**src/logic/card_cfg_pkg.sv**
```systemverilog
// shared constants and types of the card configuration register bank
`default_nettype none
package card_cfg_pkg;

  // attribute addresses of the configuration registers (byte addresses, even only)
  localparam logic [10:0] OFS_OPTION     = 11'h200;
  localparam logic [10:0] OFS_STATUS     = 11'h202;
  localparam logic [10:0] OFS_PINREP     = 11'h204;
  localparam logic [1:0]  CFG_SPACE_HI   = 2'h1;

  // option register layout
  localparam int          OPT_SRST_BIT   = 7;
  localparam int          OPT_LEVEL_BIT  = 6;
  localparam int          OPT_INDEX_MSB  = 5;
  localparam logic [5:0]  INDEX_RESET    = 6'h00;

  // status register layout
  localparam int          STS_CHANGED    = 7;
  localparam int          STS_STATUS_CHANGE_ENABLE     = 6;
  localparam int          STS_IO8        = 5;
  localparam int          STS_POWER_DOWN_REQUEST     = 2;
  localparam int          STS_INT        = 1;

  // pin replacement layout
  localparam int          PR_RDY_CHG     = 5;
  localparam int          PR_WP_CHG      = 4;
  localparam int          PR_ONE_HI      = 3;
  localparam int          PR_ONE_LO      = 2;
  localparam int          PR_RAW_RDY     = 1;
  localparam int          PR_RAW_WP      = 0;

  // configuration index codes
  localparam logic [5:0]  CFG_MEM        = 6'h00;
  localparam logic [5:0]  CFG_IO_ANY     = 6'h01;
  localparam logic [5:0]  CFG_IO_PRI     = 6'h02;
  localparam logic [5:0]  CFG_IO_SEC     = 6'h03;

  // timing
  localparam int          CLK_PERIOD_NS  = 20;
  localparam int          PWR_SETTLE_NS  = 1000;
  localparam int          PWR_SETTLE_CYC = (PWR_SETTLE_NS + CLK_PERIOD_NS - 1) / CLK_PERIOD_NS;
  localparam int          AUTO_SLEEP_NS  = 5000000;
  localparam int          AUTO_SLEEP_CYC = AUTO_SLEEP_NS / CLK_PERIOD_NS;

  typedef enum logic [3:0] {
    MODE_MEM    = 4'b0001,
    MODE_IO_ANY = 4'b0010,
    MODE_IO_PRI = 4'b0100,
    MODE_IO_SEC = 4'b1000
  } card_mode_t;

  typedef enum logic [3:0] {
    PWR_ACTIVE    = 4'b0001,
    PWR_TO_SAVE   = 4'b0010,
    PWR_SAVE      = 4'b0100,
    PWR_TO_ACTIVE = 4'b1000
  } pwr_state_t;

  typedef struct packed {
    logic        reg_n;
    logic        ce1_n;
    logic        oe_n;
    logic        we_n;
    logic [10:0] addr;
    logic [7:0]  data;
    logic        hw_reset;
  } pin_bus_t;

endpackage
`default_nettype wire

```
**src/logic/card_power_ctrl.sv**
```systemverilog
// power state sequencer: requested power-down, automatic sleep and ready tracking
`timescale 1ns/1ps
`default_nettype none
module card_power_ctrl #(
  parameter int AUTO_SLEEP_CYC = card_cfg_pkg::AUTO_SLEEP_CYC
) (
  input  wire logic i_clk,
  input  wire logic i_arst_n,
  input  wire logic i_sync_rst,
  input  wire logic i_power_down_request,
  input  wire logic i_idle,
  input  wire logic i_cmd_start,
  output logic      o_ready,
  output logic      o_power_save
);
  import card_cfg_pkg::*;

  pwr_state_t  state;
  pwr_state_t  next_state;
  logic        req_prev;
  logic [7:0]  settle_cnt;
  logic [23:0] idle_cnt;
  logic        auto_sleep;
  logic [7:0]  quiet_cnt;
  wire         req_changed  = (i_power_down_request != req_prev);
  wire         settle_done  = (settle_cnt == 8'(PWR_SETTLE_CYC - 1));
  wire         idle_expired = (idle_cnt == 24'(AUTO_SLEEP_CYC - 1));
  wire         in_transit   = (state == PWR_TO_SAVE) || (state == PWR_TO_ACTIVE);

  always_comb begin
    next_state = state;
    case (state)
      // level compare, so a request undone mid-transit turns the transit back when it settles
      PWR_ACTIVE:    if (i_power_down_request) next_state = PWR_TO_SAVE;
      PWR_TO_SAVE:   if (settle_done) next_state = i_power_down_request ? PWR_SAVE : PWR_TO_ACTIVE;
      PWR_SAVE:      if (!i_power_down_request) next_state = PWR_TO_ACTIVE;
      PWR_TO_ACTIVE: if (settle_done) next_state = i_power_down_request ? PWR_TO_SAVE : PWR_ACTIVE;
      default:       next_state = PWR_ACTIVE;
    endcase
  end

  always_ff @(posedge i_clk or negedge i_arst_n) begin
    if (!i_arst_n) begin
      state      <= PWR_ACTIVE;
      req_prev   <= 1'b0;
      settle_cnt <= 8'h00;
    end else if (i_sync_rst) begin
      state      <= PWR_ACTIVE;
      req_prev   <= 1'b0;
      settle_cnt <= 8'h00;
    end else begin
      state      <= next_state;
      req_prev   <= i_power_down_request;
      settle_cnt <= (in_transit && !settle_done) ? settle_cnt + 8'h01 : 8'h00;
    end
  end

  always_ff @(posedge i_clk or negedge i_arst_n) begin
    if (!i_arst_n) begin
      idle_cnt   <= 24'h000000;
      auto_sleep <= 1'b0;
    end else if (i_sync_rst || i_cmd_start || !i_idle) begin
      idle_cnt   <= 24'h000000;
      auto_sleep <= 1'b0;
    end else if (idle_expired) begin
      auto_sleep <= 1'b1;
    end else begin
      idle_cnt   <= idle_cnt + 24'h000001;
    end
  end

  always_ff @(posedge i_clk or negedge i_arst_n) begin
    if (!i_arst_n) begin
      o_ready      <= 1'b0;
      o_power_save <= 1'b0;
    end else begin
      o_ready      <= !i_sync_rst && !req_changed && ((next_state == PWR_ACTIVE) || (next_state == PWR_SAVE));
      o_power_save <= (next_state == PWR_SAVE) || auto_sleep;
    end
  end

  // check helper: cycles since the last request flip, saturating
  always_ff @(posedge i_clk or negedge i_arst_n) begin
    if (!i_arst_n) begin
      quiet_cnt <= 8'h00;
    end else if (req_changed || i_sync_rst) begin
      quiet_cnt <= 8'h00;
    end else if (quiet_cnt != 8'hFF) begin
      quiet_cnt <= quiet_cnt + 8'h01;
    end
  end
endmodule
`default_nettype wire

```
**src/logic/card_config_status_registers.sv**
```systemverilog
// card configuration option, status and change bits reached over attribute cycles
// Functional notes
// - option register at 200h: soft reset bit 7, irq mode bit 6, index bits 5-0.
// - soft reset bit set acts as hardware reset; bit itself stays set.
// - after soft reset bit clears, card sits unconfigured as after power-up.
// - soft reset from option register is a hard reset for the command layer.
// - irq mode bit 1 selects level, 0 pulse; cleared by any reset.
// - index 0 memory, 1 any I/O boundary, 2 primary, 3 secondary I/O.
// - status register at 202h; read bits 7,6,5,2,1; writable bits 6,5,2.
// - change summary reads 1 when ready-changed or write-protect-changed is set.
// - status-changed pin low when summary, enable set and I/O configured.
// - status-changed pin held high in I/O mode with enable clear.
// - eight-bit I/O request stored but ignored; both widths supported.
// - power-down request 1 enters power save, 0 enters active.
// - power-down request change forces busy until power state is reached.
// - card sleeps on idle and wakes on a command unless a set power-down request holds it in save.
// - interrupt status bit mirrors internal request in every mode.
// - interrupt status bit reads 0 while interrupts are disabled.
// - attribute accesses are byte wide at even addresses, low lane only.
// - ready-changed bit set whenever raw ready state changes outside reset.
`timescale 1ns/1ps
`default_nettype none
module card_config_status_registers #(
  parameter int AUTO_SLEEP_CYC = card_cfg_pkg::AUTO_SLEEP_CYC
) (
  input  wire logic              i_clk,
  input  wire logic              i_arst_n,
  input  wire logic              i_hw_reset,
  input  wire logic              i_reg_n,
  input  wire logic              i_ce1_n,
  input  wire logic              i_oe_n,
  input  wire logic              i_we_n,
  input  wire logic [10:0]       i_addr,
  input  wire logic [7:0]        i_data,
  input  wire logic              i_irq_request,
  input  wire logic              i_interrupt_disable_bit,
  input  wire logic              i_core_ready,
  input  wire logic              i_idle,
  input  wire logic              i_cmd_start,
  output logic [7:0]             o_data,
  output logic                   o_data_oe,
  output logic                   o_status_changed_pin_n,
  output logic                   o_ready_busy,
  output logic                   o_core_hard_reset,
  output logic                   o_level_irq_select,
  output card_cfg_pkg::card_mode_t o_mode,
  output logic                   o_io_configured,
  output logic                   o_power_save
);
  import card_cfg_pkg::*;

  // pin synchroniser: stage one is read by stage two only
  pin_bus_t pin_raw;
  pin_bus_t pin_s1;
  pin_bus_t pin_s2;
  logic     we_s3;
  logic [7:0] wdata_hold;

  assign pin_raw = '{reg_n: i_reg_n, ce1_n: i_ce1_n, oe_n: i_oe_n, we_n: i_we_n,
                     addr: i_addr, data: i_data, hw_reset: i_hw_reset};

  always_ff @(posedge i_clk or negedge i_arst_n) begin
    if (!i_arst_n) begin
      pin_s1 <= '{reg_n: 1'b1, ce1_n: 1'b1, oe_n: 1'b1, we_n: 1'b1, addr: 11'h000, data: 8'h00, hw_reset: 1'b1};
      pin_s2 <= '{reg_n: 1'b1, ce1_n: 1'b1, oe_n: 1'b1, we_n: 1'b1, addr: 11'h000, data: 8'h00, hw_reset: 1'b1};
      we_s3  <= 1'b1;
    end else begin
      pin_s1 <= pin_raw;
      pin_s2 <= pin_s1;
      we_s3  <= pin_s2.we_n;
    end
  end

  // data may drop right after the strobe rises, so keep what stood while it was low
  always_ff @(posedge i_clk or negedge i_arst_n) begin
    if (!i_arst_n) begin
      wdata_hold <= 8'h00;
    end else if (!pin_s2.we_n) begin
      wdata_hold <= pin_s2.data;
    end
  end

  // register state
  logic       soft_reset_bit;
  logic       level_irq_select;
  logic [5:0] config_index;
  logic       status_change_enable;
  logic       eight_bit_io_request;
  logic       power_down_request;
  logic       ready_changed;
  logic       write_protect_changed;
  logic       raw_ready_state;
  logic       int_status;
  logic       pwr_ready;
  logic       pwr_save;

  wire        attr_sel   = !pin_s2.reg_n && !pin_s2.ce1_n && !pin_s2.addr[0] &&
                           (pin_s2.addr[10:9] == CFG_SPACE_HI) && (pin_s2.addr[8:4] == 5'h00);
  wire        sel_option = attr_sel && (pin_s2.addr == OFS_OPTION);
  wire        sel_status = attr_sel && (pin_s2.addr == OFS_STATUS);
  wire        sel_pinrep = attr_sel && (pin_s2.addr == OFS_PINREP);
  wire        wr_strobe  = pin_s2.we_n && !we_s3;
  wire        wr_option  = wr_strobe && sel_option;
  wire        wr_status  = wr_strobe && sel_status;
  wire        wr_pinrep  = wr_strobe && sel_pinrep;
  wire        rd_active  = (sel_option || sel_status || sel_pinrep) && !pin_s2.oe_n && pin_s2.we_n;
  wire        hw_rst     = pin_s2.hw_reset;
  wire        sync_rst   = hw_rst || soft_reset_bit;
  wire        cfg_clear  = sync_rst || (wr_option && wdata_hold[OPT_SRST_BIT]);
  wire        changed    = ready_changed || write_protect_changed;
  wire        next_raw   = !sync_rst && pwr_ready && i_core_ready;

  card_mode_t mode_dec;
  assign mode_dec = (config_index == CFG_IO_ANY) ? MODE_IO_ANY :
                    (config_index == CFG_IO_PRI) ? MODE_IO_PRI :
                    (config_index == CFG_IO_SEC) ? MODE_IO_SEC : MODE_MEM;
  wire        io_cfg     = (mode_dec != MODE_MEM);

  // soft reset bit survives its own reset
  always_ff @(posedge i_clk or negedge i_arst_n) begin
    if (!i_arst_n) begin
      soft_reset_bit <= 1'b0;
    end else if (hw_rst) begin
      soft_reset_bit <= 1'b0;
    end else if (wr_option) begin
      soft_reset_bit <= wdata_hold[OPT_SRST_BIT];
    end
  end

  // option fields cleared on any reset
  always_ff @(posedge i_clk or negedge i_arst_n) begin
    if (!i_arst_n) begin
      level_irq_select <= 1'b0;
      config_index     <= INDEX_RESET;
    end else if (cfg_clear) begin
      level_irq_select <= 1'b0;
      config_index     <= INDEX_RESET;
    end else if (wr_option) begin
      level_irq_select <= wdata_hold[OPT_LEVEL_BIT];
      config_index     <= wdata_hold[OPT_INDEX_MSB:0];
    end
  end

  // only the writable status bits load
  always_ff @(posedge i_clk or negedge i_arst_n) begin
    if (!i_arst_n) begin
      status_change_enable <= 1'b0;
      eight_bit_io_request <= 1'b0;
      power_down_request   <= 1'b0;
    end else if (sync_rst) begin
      status_change_enable <= 1'b0;
      eight_bit_io_request <= 1'b0;
      power_down_request   <= 1'b0;
    end else if (wr_status) begin
      status_change_enable <= wdata_hold[STS_STATUS_CHANGE_ENABLE];
      eight_bit_io_request <= wdata_hold[STS_IO8];
      power_down_request   <= wdata_hold[STS_POWER_DOWN_REQUEST];
    end
  end

  // ready change detect, set beats host clear
  always_ff @(posedge i_clk or negedge i_arst_n) begin
    if (!i_arst_n) begin
      raw_ready_state       <= 1'b0;
      ready_changed         <= 1'b0;
      write_protect_changed <= 1'b0;
    end else begin
      raw_ready_state <= next_raw;
      if (sync_rst) begin
        ready_changed <= 1'b0;
      end else if (next_raw != raw_ready_state) begin
        ready_changed <= 1'b1;
      end else if (wr_pinrep && wdata_hold[PR_RAW_RDY]) begin
        ready_changed <= wdata_hold[PR_RDY_CHG];
      end
      if (sync_rst) begin
        write_protect_changed <= 1'b0;
      end else if (wr_pinrep && wdata_hold[PR_RAW_WP]) begin
        write_protect_changed <= wdata_hold[PR_WP_CHG];
      end
    end
  end

  always_ff @(posedge i_clk or negedge i_arst_n) begin
    if (!i_arst_n) begin
      int_status <= 1'b0;
    end else begin
      int_status <= i_irq_request && !i_interrupt_disable_bit;
    end
  end

  // read data: unused positions stay zero, pin replacement bits 3 and 2 read one
  logic [7:0] rd_option;
  logic [7:0] rd_status;
  logic [7:0] rd_pinrep;
  logic [7:0] rd_mux;
  always_comb begin
    rd_option = {soft_reset_bit, level_irq_select, config_index};
    rd_status = 8'h00;
    rd_status[STS_CHANGED] = changed;
    rd_status[STS_STATUS_CHANGE_ENABLE]  = status_change_enable;
    rd_status[STS_IO8]     = eight_bit_io_request;
    rd_status[STS_POWER_DOWN_REQUEST]  = power_down_request;
    rd_status[STS_INT]     = int_status;
    rd_pinrep = 8'h00;
    rd_pinrep[PR_RDY_CHG]  = ready_changed;
    rd_pinrep[PR_WP_CHG]   = write_protect_changed;
    rd_pinrep[PR_ONE_HI]   = 1'b1;
    rd_pinrep[PR_ONE_LO]   = 1'b1;
    rd_pinrep[PR_RAW_RDY]  = raw_ready_state;
    rd_pinrep[PR_RAW_WP]   = 1'b0;
    rd_mux = sel_option ? rd_option : sel_status ? rd_status : sel_pinrep ? rd_pinrep : 8'h00;
  end

  // outputs, all registered
  always_ff @(posedge i_clk or negedge i_arst_n) begin
    if (!i_arst_n) begin
      o_data                 <= 8'h00;
      o_data_oe              <= 1'b0;
      o_status_changed_pin_n <= 1'b1;
      o_ready_busy           <= 1'b0;
      o_core_hard_reset      <= 1'b1;
      o_level_irq_select     <= 1'b0;
      o_mode                 <= MODE_MEM;
      o_io_configured        <= 1'b0;
      o_power_save           <= 1'b0;
    end else begin
      o_data                 <= rd_active ? rd_mux : 8'h00;
      o_data_oe              <= rd_active;
      o_status_changed_pin_n <= !(changed && status_change_enable && io_cfg);
      o_ready_busy           <= raw_ready_state;
      o_core_hard_reset      <= sync_rst;
      o_level_irq_select     <= level_irq_select;
      o_mode                 <= mode_dec;
      o_io_configured        <= io_cfg;
      o_power_save           <= pwr_save;
    end
  end

  card_power_ctrl #(
    .AUTO_SLEEP_CYC(AUTO_SLEEP_CYC)
  ) u_power (
    .i_clk                (i_clk),
    .i_arst_n             (i_arst_n),
    .i_sync_rst           (sync_rst),
    .i_power_down_request (power_down_request),
    .i_idle               (i_idle),
    .i_cmd_start          (i_cmd_start),
    .o_ready              (pwr_ready),
    .o_power_save         (pwr_save)
  );
endmodule
`default_nettype wire

```
**config.mk**
```make
export PLATFORM = sky130hd
export DESIGN_NAME = card_config_status_registers
export DESIGN_NICKNAME = d
export VERILOG_FILES = /design/src/logic/card_cfg_pkg.sv /design/src/logic/card_power_ctrl.sv /design/src/logic/card_config_status_registers.sv
export SDC_FILE = /design/constraint.sdc
export NUM_CORES = 1
export LEC_CHECK = 0
export BUFFER_PORTS_ARGS = -buffer_cell sky130_fd_sc_hd__buf_2
export CAP_MARGIN = 40
export CORE_ASPECT_RATIO = 1.25
export CORE_MARGIN = 5
export CORE_UTILIZATION = 53
export CTS_CLUSTER_SIZE = 28
export DETAILED_ROUTE_END_ITERATION = 10
export GPL_TIMING_DRIVEN = 0
export PLACE_DENSITY = 0.84
export SLEW_MARGIN = 0
export SYNTH_ARGS = -nofsm -noshare
export SYNTH_HDL_FRONTEND = slang
export SYNTH_SLANG_ARGS = --single-unit
```
**constraint.sdc**
```tcl
create_clock -name i_clk -period 2 [get_ports i_clk]
set_input_delay 0.1 -clock i_clk [delete_from_list [all_inputs] [get_ports i_clk]]
set_output_delay 0.1 -clock i_clk [all_outputs]
set_load 0.03 [all_outputs]
```
==> results of run 1 <==
==> routing by layer <==
layer / vias up / part of all wire (%)
met5: - / 0
met1: 1834 / 39
met2: 133 / 52
li1: 1768 / -
met3: 42 / 5.1
met4: 0 / 3.6
==> layout make-up <==
cell class / instances / area [um^2]
flip-flops and latches: 131 / 3300
repair buffers: 84 / 601
fillers: 643 / 3010
plain buffers: 14 / 55.1
clock buffers: 19 / 433
well taps: 126 / 158
multi-input cells: 278 / 1760
inverters: 9 / 33.8
clock inverters: 13 / 160
==> metrics by stage <==
stage	setup TNS, ps	worst slack, ps	area, um^2
after detailed placement	-84.4	-84.4	5560
after global placement	-78490	-685	5520
after floorplan	0	21.5	5120
after CTS	0	5.20	6450
final	0	21.7	6500
after global routing	0	3.15	6500
==> path summary, 6_finish.rpt <==
check / start / end / cells after the start
hold reg to reg: pin_s1[13]$_DFF_PN0_ / pin_s2[13]$_DFF_PN0_ / 0
setup reg to reg: u_power.settle_cnt[2]$_DFF_PN0_ / u_power.state[3]$_DFF_PN0_ / 4
max in group asynchronous: i_arst_n / o_core_hard_reset$_DFF_PN1_ / 3
hold / removal: i_cmd_start / u_power.idle_cnt[8]$_DFFE_PN0P_ / 4
min in group asynchronous: i_arst_n / pin_s1[18]$_DFF_PN0_ / 2
setup / recovery: u_power.settle_cnt[2]$_DFF_PN0_ / u_power.state[3]$_DFF_PN0_ / 4
==> power groups by stage <==
stage          Sequential, uW  Clock (uW)  Combinational (uW)
2_1_floorplan            2810           0                69.3
3_3_place_gp             2810           0                 166
3_5_place_dp             2820           0                 181
4_1_cts                  2780        3130                 226
5_1_grt                  2790        3250                 252
6_report                 2780        3090                 224
==> timing repair <==
action,CTS,global route
hold endpoints to repair,75,0
gates resized for setup,2,8
hold buffers,28,0
setup endpoints to repair,8,21
setup buffers,1,4
pin swaps,2,2
==> sequential cells by signal, summed over array words and instances, names as in the netlist, 4 cells and up <==
signal	cells
u_power.settle_cnt	8
u_power.state	4
o_data	8
pin_s2	23
config_index	6
u_power.idle_cnt	24
wdata_hold	8
o_mode	4
pin_s1	24
==> critical path, cell delays in order, from the launching register on <==
cell and delay, ps:
dfrtp_1 400, or4_4 560, or2_4 260, or4_4 480, a211oi_2 200
==> layout by cell type (no fill, tap or decap), types with 7 or more instances in the layout <==
master	synthesis	layout
clkbuf_1	12	12
nand4_1	12	12
nand2_1	20	20
clkbuf_16	0	17
buf_2	1	49
o21ai_0	23	23
nor2_1	40	40
dlygate4sd3_1	0	28
nand3_1	16	16
nor3_1	12	11
dfrtp_1	116	116
inv_1	8	8
mux2_2	8	8
o31ai_1	7	7
nand2b_1	7	7
dfstp_2	15	15
a21oi_1	30	30
nand4b_1	8	8
and3_1	7	7
xnor2_1	10	10
==> cell families after synthesis <==
group	Yosys count	synth area share [%]
AO/OA/AOI/OAI	78	9.22
adder cells (fa/ha/maj)	3	0.733
flip-flops	131	64.4
AND/OR/NAND/NOR	169	18.6
multiplexers	13	2.74
buffers and inverters	24	1.78
XOR/XNOR	15	2.57
==> Yosys cell counts (all sizes together), types with 7 or more instances <==
cell type and n:
dfrtp 116, nor2 40, a21oi 30, o21ai 23, nand2 20, nand3 16, dfstp 15, clkbuf 12
nand4 12, nor3 12, xnor2 10, and3 8, inv 8, mux2 8, nand4b 8, or4 8
nand2b 7, nor4 7, o31ai 7
==> impl_results.md, run 1 <==
- Port bufs: 49
- Slew headroom: 45.0%
- Final core occ: between 60% and 70%
- Max rail drop VDD: 0.802 mV
- Clock Latency Late Sink: 420 ps
- Antenna Cells: 0
- Unrepaired setup endpoints after global routing: false
- DR vias/cell: 5.60
- Final nets: 569
- Number of remaining DRC errors: 0
- Initial DRC Count: roughly 340
- Worst hold slack: roughly 90 ps
- First-pass GRT wire length: 18.4 mm
- Post-DRT Antenna Nets: 0
- Max cap viols: 0
- Logic pwr share: between 3 and 4%
- Final cell count without fillers: 674
- Worst-Margin Slew: 813 ps
- Worst Path Required: about 2300 ps
- Grt ovf: 0
- Synth top area share: 56.7%
- CTS Root Cell: clkbuf_16
- Drt pass-1 iters: 5
- Crit path time final: ~2000 ps
- Hold Fails Final Rpt: 0
- Area Overhead vs Synth: 27.0%
- CTS tree: built
- Startpoint Class: flip-flop
- Syn Area/Cell: 11.8 um^2
- Met2 GRT Util: about 34%
- WL per Instance: approximately 16 um
- Max Clock Skew: 10.8 ps
- Met1 usage: 22.5%
- Starting Density: a little over half
- Async set or reset register ratio after synthesis: 100%
- Worst-path clk slew: 60 ps
- Register area share after synthesis: 64.4%
- CP max FO: 3
- Register-to-register setup slack: between 20 and 25 ps
- Initial antenna violation count: 0
- Cell Area, Synth: 5120 um^2
- Cell Int Power: 4800 uW
- Dpl hpwl: 6.86 mm
- Pins over their slew limit: 0
- Worst setup EP type: flip-flop
- Area leader, netlist: dfrtp_1
- Clock Power Share: between 50% and 60%
- Pwr Density: 937 nW/um^2
- Main flop type after synthesis: dfrtp_1
- Cell count after synthesis: 433
- Layout cells sized above 1: between 20 and 25%
- IO Pins: 50
- Hold Path Class: primary input to flip-flop
- DIE HEIGHT: roughly 120 um
- Num rows: 40
- Total Wirelength: between 10 and 15 mm
- # placed instances: 610
- Vias: 3,777
- Final setup vio count: 0
- Synthesis Warnings: 0
- Sequential share of power: 45.6%
- Die footprint: between 10,000 and 15,000 um^2
- Netlist cell types: 52
- CTS buffer count: 17
- Switching part of the total power: a little over a fifth
- Maximum root-to-sink buffer count: 2
- Largest net degree at the start of global routing: between 80 and 90
- Leak: 0.00282 uW
- Layer with the highest usage: met2
- Main area contributors after synthesis: dfrtp_1 (57%), dfstp_2 (7.7%), a21oi_1 (2.9%)
- Outcome: finished clean
- All-Layer GR Usage: roughly 20%
- Number of synthesized flops with an enable pin: 0
- Routability cong.: 0.835
- Worst Setup Path Type: flip-flop to flip-flop
- H-tree Lvls: 4
- M3 GR Usage: 5.93%
- CP Data Arrival Time: 2310 ps
- Final period util: between 90% and 100%
- Power, Total: 6090 uW
- Max Fclk: 505 MHz
- Synth Net Count: 467
- Clock tree sinks: 131
- Vias in the first global route: around 4.0k
- Core Region: 9510 um^2
- Switch Pwr: 1290 uW
- Die X: roughly 100 um
- Flops & latches, synth: around 130
(Power assumes the default switching activity.)
==> inputs of run 2 (changes only) <==
==> constraint.sdc (replaced) <==
create_clock -name i_clk -period 1.8 [get_ports i_clk]
set_input_delay 0.09 -clock i_clk [delete_from_list [all_inputs] [get_ports i_clk]]
set_output_delay 0.09 -clock i_clk [all_outputs]
set_load 0.03 [all_outputs]
==> run 2 against run 1 <==
Effect of this change:
- the flow now finishes with violations (setup timing)
- critical path depth stayed put
- sequential power increased by 11%
- clock skew is 1.6 ps higher
- total power grew 11%
- non-clock buffer count rose by 17
- via count increased by 6.4%
- combinational power is 18% higher
- global-route usage up 2.1 points
- sequential share of layout area decreased by 1.7 points
- final cell count rose by 2.5%
- critical path type unchanged
==> impl_results.md, run 2 (synthesis gave the netlist of run 1 again) <==
- CTS tree: built
- Leak: 0.00291 uW
- Maximum root-to-sink buffer count: 2
- RR Startpoint: u_power.settle_cnt[6]$_DFF_PN0_
- Hold Fails Final Rpt: 0
- Total Wirelength: 12.8 mm
- CP Data Arrival Time: about 2200 ps
- Worst Setup Path Type: flip-flop to flip-flop
- Commonest cells after routing, fill and taps aside: dfrtp_1 (108), buf_2 (51), nor2_1 (39), a21oi_1 (30), dlygate4sd3_1 (28)
- Final core occ: between 70% and 80%
- Core Region: 9510 um^2
- CTS Root Cell: clkbuf_16
- Final nets: 586
- Final period util: 104%
- # placed instances: 610
- Dpl hpwl: 6.91 mm
- Worst-path clk slew: about 60 ps
- Vias: ~4.0k
- Top Registers: pin_s1: 24 flops, u_power.idle_cnt: 24 flops, pin_s2: 23 flops
- Initial DRC Count: 389
- Max Fclk: between 500 and 600 MHz
- Worst Path Required: 2130 ps
- Hold Crit Start: i_cmd_start
- Startpoint Class: flip-flop
- Unrepaired setup endpoints after global routing: true
- Initial antenna violation count: 0
- Largest net degree at the start of global routing: 93
- Antenna Cells: 0
- Worst setup EP type: flip-flop
- Pwr Density: around 1000 nW/um^2
- Max cap viols: 0
- Crit path time final: 1870 ps
- All-Layer GR Usage: 21.9%
- Max Clock Skew: 12.4 ps
- Routability cong.: 0.897
- Grt ovf: 0
- Max rail drop VDD: 0.760 mV
- Outcome: finished with violations
- Layout cells sized above 1: a little under a third
- Vias in the first global route: a little over 4k
- Number of remaining DRC errors: 0
- Die X: 97.9 um
- Final cell count without fillers: 691
- DIE HEIGHT: 120 um
- Drt pass-1 iters: 6
- Die footprint: around 12,000 um^2
- Port bufs: ~50
- Post-DRT Antenna Nets: 0
- WL per Instance: 18.6 um
- Failing checks: setup timing
- H-tree Lvls: 4
- Setup slack after layout: -68.3 ps
- CP max FO: 2
- Hold Path Class: primary input to flip-flop
- Power, Total: 6750 uW
- CTS buffer count: 17
- DR vias/cell: about 5.8
- Worst-Margin Slew: 635 ps
- First-pass GRT wire length: 20.1 mm
- Pins over their slew limit: 0
- CP startpoint: u_power.settle_cnt[6]$_DFF_PN0_
- Commonest non-fill, non-tap cell in the layout: dfrtp_1
- Clock Latency Late Sink: 430 ps
- Slew headroom: 57.2%
- Num rows: 40
- Clock tree sinks: 131
- Final setup vio count: 3
- Area Overhead vs Synth: 31.7%
- IO Pins: 50
- Starting Density: between 50% and 60%
[run 2: where the power goes]
part,total (uW),internal (uW),switching (uW),leakage [uW]
clock network,3390,2080,1310,0.000286
registers,3090,3040,52.7,0.00165
logic,264,121,142,0.000971
[run 2: area by class of cell]
class / instances / area, um^2
fillers: 590 / 2770
clock buffers: 21 / 450
clock inverters: 11 / 128
inverters: 9 / 35.0
flip-flops and latches: 131 / 3310
multi-input cells: 278 / 1880
plain buffers: 15 / 62.6
repair buffers: 100 / 721
well taps: 126 / 158
[run 2: stage by stage]
stage | setup slack (ps) | area [um^2] | hold slack [ps] | setup TNS, ps
after global placement | -857 | 5520 | 195 | -102740
after floorplan | -26.7 | 5120 | -206 | -26.7
after detailed placement | -282 | 5560 | 8.76 | -4370
after CTS | -54.2 | 6580 | 35.0 | -82.2
final | -68.3 | 6740 | 50.6 | -118
after global routing | -117 | 6740 | 82.0 | -807
[run 2: worst paths after layout]
path                            cells past startpoint                         endpoint  slack (ps)
worst max-delay path                                4       u_power.state[3]$_DFF_PN0_         -70
worst min-delay path                                4  u_power.idle_cnt[8]$_DFFE_PN0P_          50
worst max register to register                      4       u_power.state[3]$_DFF_PN0_         -70
worst min register to register                      0             pin_s2[12]$_DFF_PN0_         350
max in group asynchronous                           3      o_core_hard_reset$_DFF_PN1_         900
min in group asynchronous                           2              pin_s1[9]$_DFF_PN0_         130
[run 2: layer usage]
layer,wire length (um),vias to the layer above,global-route usage (%)
li1,-,1805,-
met1,4830,2009,24.3
met2,6990,161,38.5
met3,707,43,6.16
met4,299,0,10.2
met5,0,-,0
[run 2: what timing repair did]
item | 4_1_cts | 5_1_grt
buffers inserted | 13 | 8
gates resized for setup | 20 | 35
hold buffers | 28 | 0
endpoints found under the setup margin | 40 | 35
hold endpoints to repair | 141 | 0
pin swaps | 2 | 6
[run 2: critical path, stage by stage, from the launching register on]
cell and delay (ps):
dfrtp_1 390, or4_4 540, or2_4 250, or4_4 410
a211oi_2 180
==> inputs of run 3 (changes only) <==
--- a/config.mk
+++ b/config.mk
@@ -9,11 +9,12 @@
 export CAP_MARGIN = 40
 export CORE_ASPECT_RATIO = 1.25
 export CORE_MARGIN = 5
-export CORE_UTILIZATION = 53
+export CORE_UTILIZATION = 58
 export CTS_CLUSTER_SIZE = 28
 export DETAILED_ROUTE_END_ITERATION = 10
 export GPL_TIMING_DRIVEN = 0
-export PLACE_DENSITY = 0.84
+export PLACE_DENSITY = 0.87
+export RECOVER_POWER = 100
 export SLEW_MARGIN = 0
 export SYNTH_ARGS = -nofsm -noshare
 export SYNTH_HDL_FRONTEND = slang
==> constraint.sdc (replaced) <==
create_clock -name i_clk -period 1.97 [get_ports i_clk]
set_input_delay 0.0985 -clock i_clk [delete_from_list [all_inputs] [get_ports i_clk]]
set_output_delay 0.0985 -clock i_clk [all_outputs]
set_load 0.03 [all_outputs]
==> run 3 against run 2 <==
Effect of this change:
- the flow now finishes without violations
- critical endpoint unchanged
- highest routed layer unchanged
- total power is 8.8% lower
- critical path depth stayed put
- largest cell class unchanged
- first-iteration DRC count is 6.9% higher
==> impl_results.md, run 3 (synthesis gave the netlist of run 1 again) <==
- Register-to-register setup slack: 50 ps
- Area Overhead vs Synth: 26.7%
- Max Fclk: 521 MHz
- Drt pass-1 iters: 5
- DIE HEIGHT: ~120 um
- Die footprint: 10,800 um^2
- H-tree Lvls: 4
- CTS tree: built
- Port bufs: 49
- Worst Path Required: roughly 2400 ps
- Hold Path Class: primary input to flip-flop
- Final cell count without fillers: 674
- Crit path depth: 4
- Routability cong.: 0.869
- Num rows: 38
- Commonest non-fill, non-tap cell in the layout: dfrtp_1
- Maximum root-to-sink buffer count: 2
- Most frequent CP cell: or4_4
- Final setup vio count: 0
- CTS buffer count: 17
- Largest net degree at the start of global routing: 89
- Worst hold stages: 4
- Placed Area: approximately 5600 um^2
- Vias: 3,873
- CTS Root Cell: clkbuf_8
- Critical path, cell by cell: or4_4 -> or2_1 -> or4_4 -> a211oi_2
- RR Startpoint: u_power.settle_cnt[3]$_DFF_PN0_
- Worst-Margin Slew: roughly 1000 ps
- CP max FO: 3
- # placed instances: slightly above 600
- Total Wirelength: between 10 and 15 mm
- Commonest cells after routing, fill and taps aside: dfrtp_1 (115), nor2_1 (40), clkbuf_1 (36), a21oi_1 (30), dlygate4sd3_1 (29)
- CP Data Arrival Time: 2380 ps
- Hold Crit Start: i_idle
- Die X: 94.0 um
- FF-to-FF End: u_power.state[3]$_DFF_PN0_
- Worst Setup Path Type: flip-flop to flip-flop
- Final nets: 575
- WL per Instance: approximately 17 um
- Worst path bufs/invs: 0
- First-pass GRT wire length: 19.0 mm
- Setup slack after layout: about 50 ps
- Hold Fails Final Rpt: 0
- Pins over their slew limit: 0
- Slowest stage delay, CP: 520 ps
- Clock tree sinks: 131
- Design area: ~6500 um^2
- Outcome: finished clean
- Starting Density: about three fifths
- Leak: 0.00274 uW
- Cell family with most CP delay: simple AND/OR/NAND/NOR gates
- Clock Latency Late Sink: 540 ps
- IO Pins: 50
- Worst-path clk slew: 70 ps
- Hold path endpoint: u_power.idle_cnt[2]$_DFFE_PN0P_
- Top Registers: pin_s1: 24 flops, u_power.idle_cnt: 24 flops, pin_s2: 23 flops
- R2r worst-path depth: 4
- Post-DRT Antenna Nets: 0
- Pwr Density: 949 nW/um^2
- Startpoint Class: flip-flop
- Slowest-stage cell, CP: or4_4
- Antenna Cells: 0
- Final period util: 97.5%
- Layout cells sized above 1: 19.1%
- Dpl ws: -98.2 ps
- Max rail drop VDD: 1.01 mV
- Crit path time final: 1920 ps
- Initial DRC Count: about 420
- Number of remaining DRC errors: 0
- Max cap viols: 0
- All-Layer GR Usage: 23.2%
- Worst setup EP type: flip-flop
- DR vias/cell: roughly 5.7
- Max Clock Skew: around 7 ps
- Vias in the first global route: 4,010
- Initial antenna violation count: 0
- Core Region: 8650 um^2
- Grt ovf: 0
- Slew headroom: between 30% and 40%
- Dpl hpwl: 6.84 mm
[run 3: power by group]
part	switching, uW	internal (uW)
clock network	1350	1760
registers	45.8	2770
logic	124	101
total	1520	4630
[run 3: worst max path at each step]
stage,slack (ps),startpoint,to
6_report,50,u_power.settle_cnt[3]$_DFF_PN0_,u_power.state[3]$_DFF_PN0_
5_1_grt,-8,u_power.idle_cnt[10]$_DFFE_PN0P_,u_power.idle_cnt[2]$_DFFE_PN0P_
4_1_cts,4,pin_s2[22]$_DFF_PN1_,o_data[7]$_DFF_PN0_
3_5_place_dp,-100,pin_s2[22]$_DFF_PN1_,o_data[7]$_DFF_PN0_
3_3_place_gp,-690,i_arst_n,o_power_save$_DFF_PN0_
2_1_floorplan,10,u_power.settle_cnt[3]$_DFF_PN0_,u_power.state[3]$_DFF_PN0_
[run 3: what timing repair did]
item                                    4_1_cts  5_1_grt
resized for setup                             6        8
hold buffers                                 29        0
pin swaps                                     1        2
buffers inserted                              3        6
cloned                                        0        0
endpoints found under the hold margin       146        0
endpoints found under the setup margin       10       15
[run 3: worst register-to-register path: stages, from the launching register on]
cell and delay, ps:
dfrtp_1 390, or4_4 520, or2_1 260, or4_4 490
a211oi_2 180
[run 3: stage by stage]
stage	hold WS, ps	setup TNS, ps	power [uW]	util (%)
finish	22.3	0	6160	75.0
global route	51.0	-13.2	6360	75.0
CTS	7.03	0	6180	75.0
detailed placement	34.2	-225	3050	64.2
global placement	204	-80030	3020	63.7
floorplan	-197	0	2920	-
[run 3: cell type report]
class	count	area, um^2
Buffer	15	58.8
Clock buffer	17	414
Multi-Input combinational cell	278	1770
Sequential cell	131	3300
Fill cell	552	2170
Timing Repair Buffer	89	579
Inverter	9	33.8
Tap cell	120	150
Clock inverter	15	185
[run 3: routing by layer]
layer / wire (um) / GRT usage, %
met5: 0 / 0
met4: 358 / 11.0
met3: 622 / 7.26
met2: 5980 / 39.8
met1: 4310 / 26.4
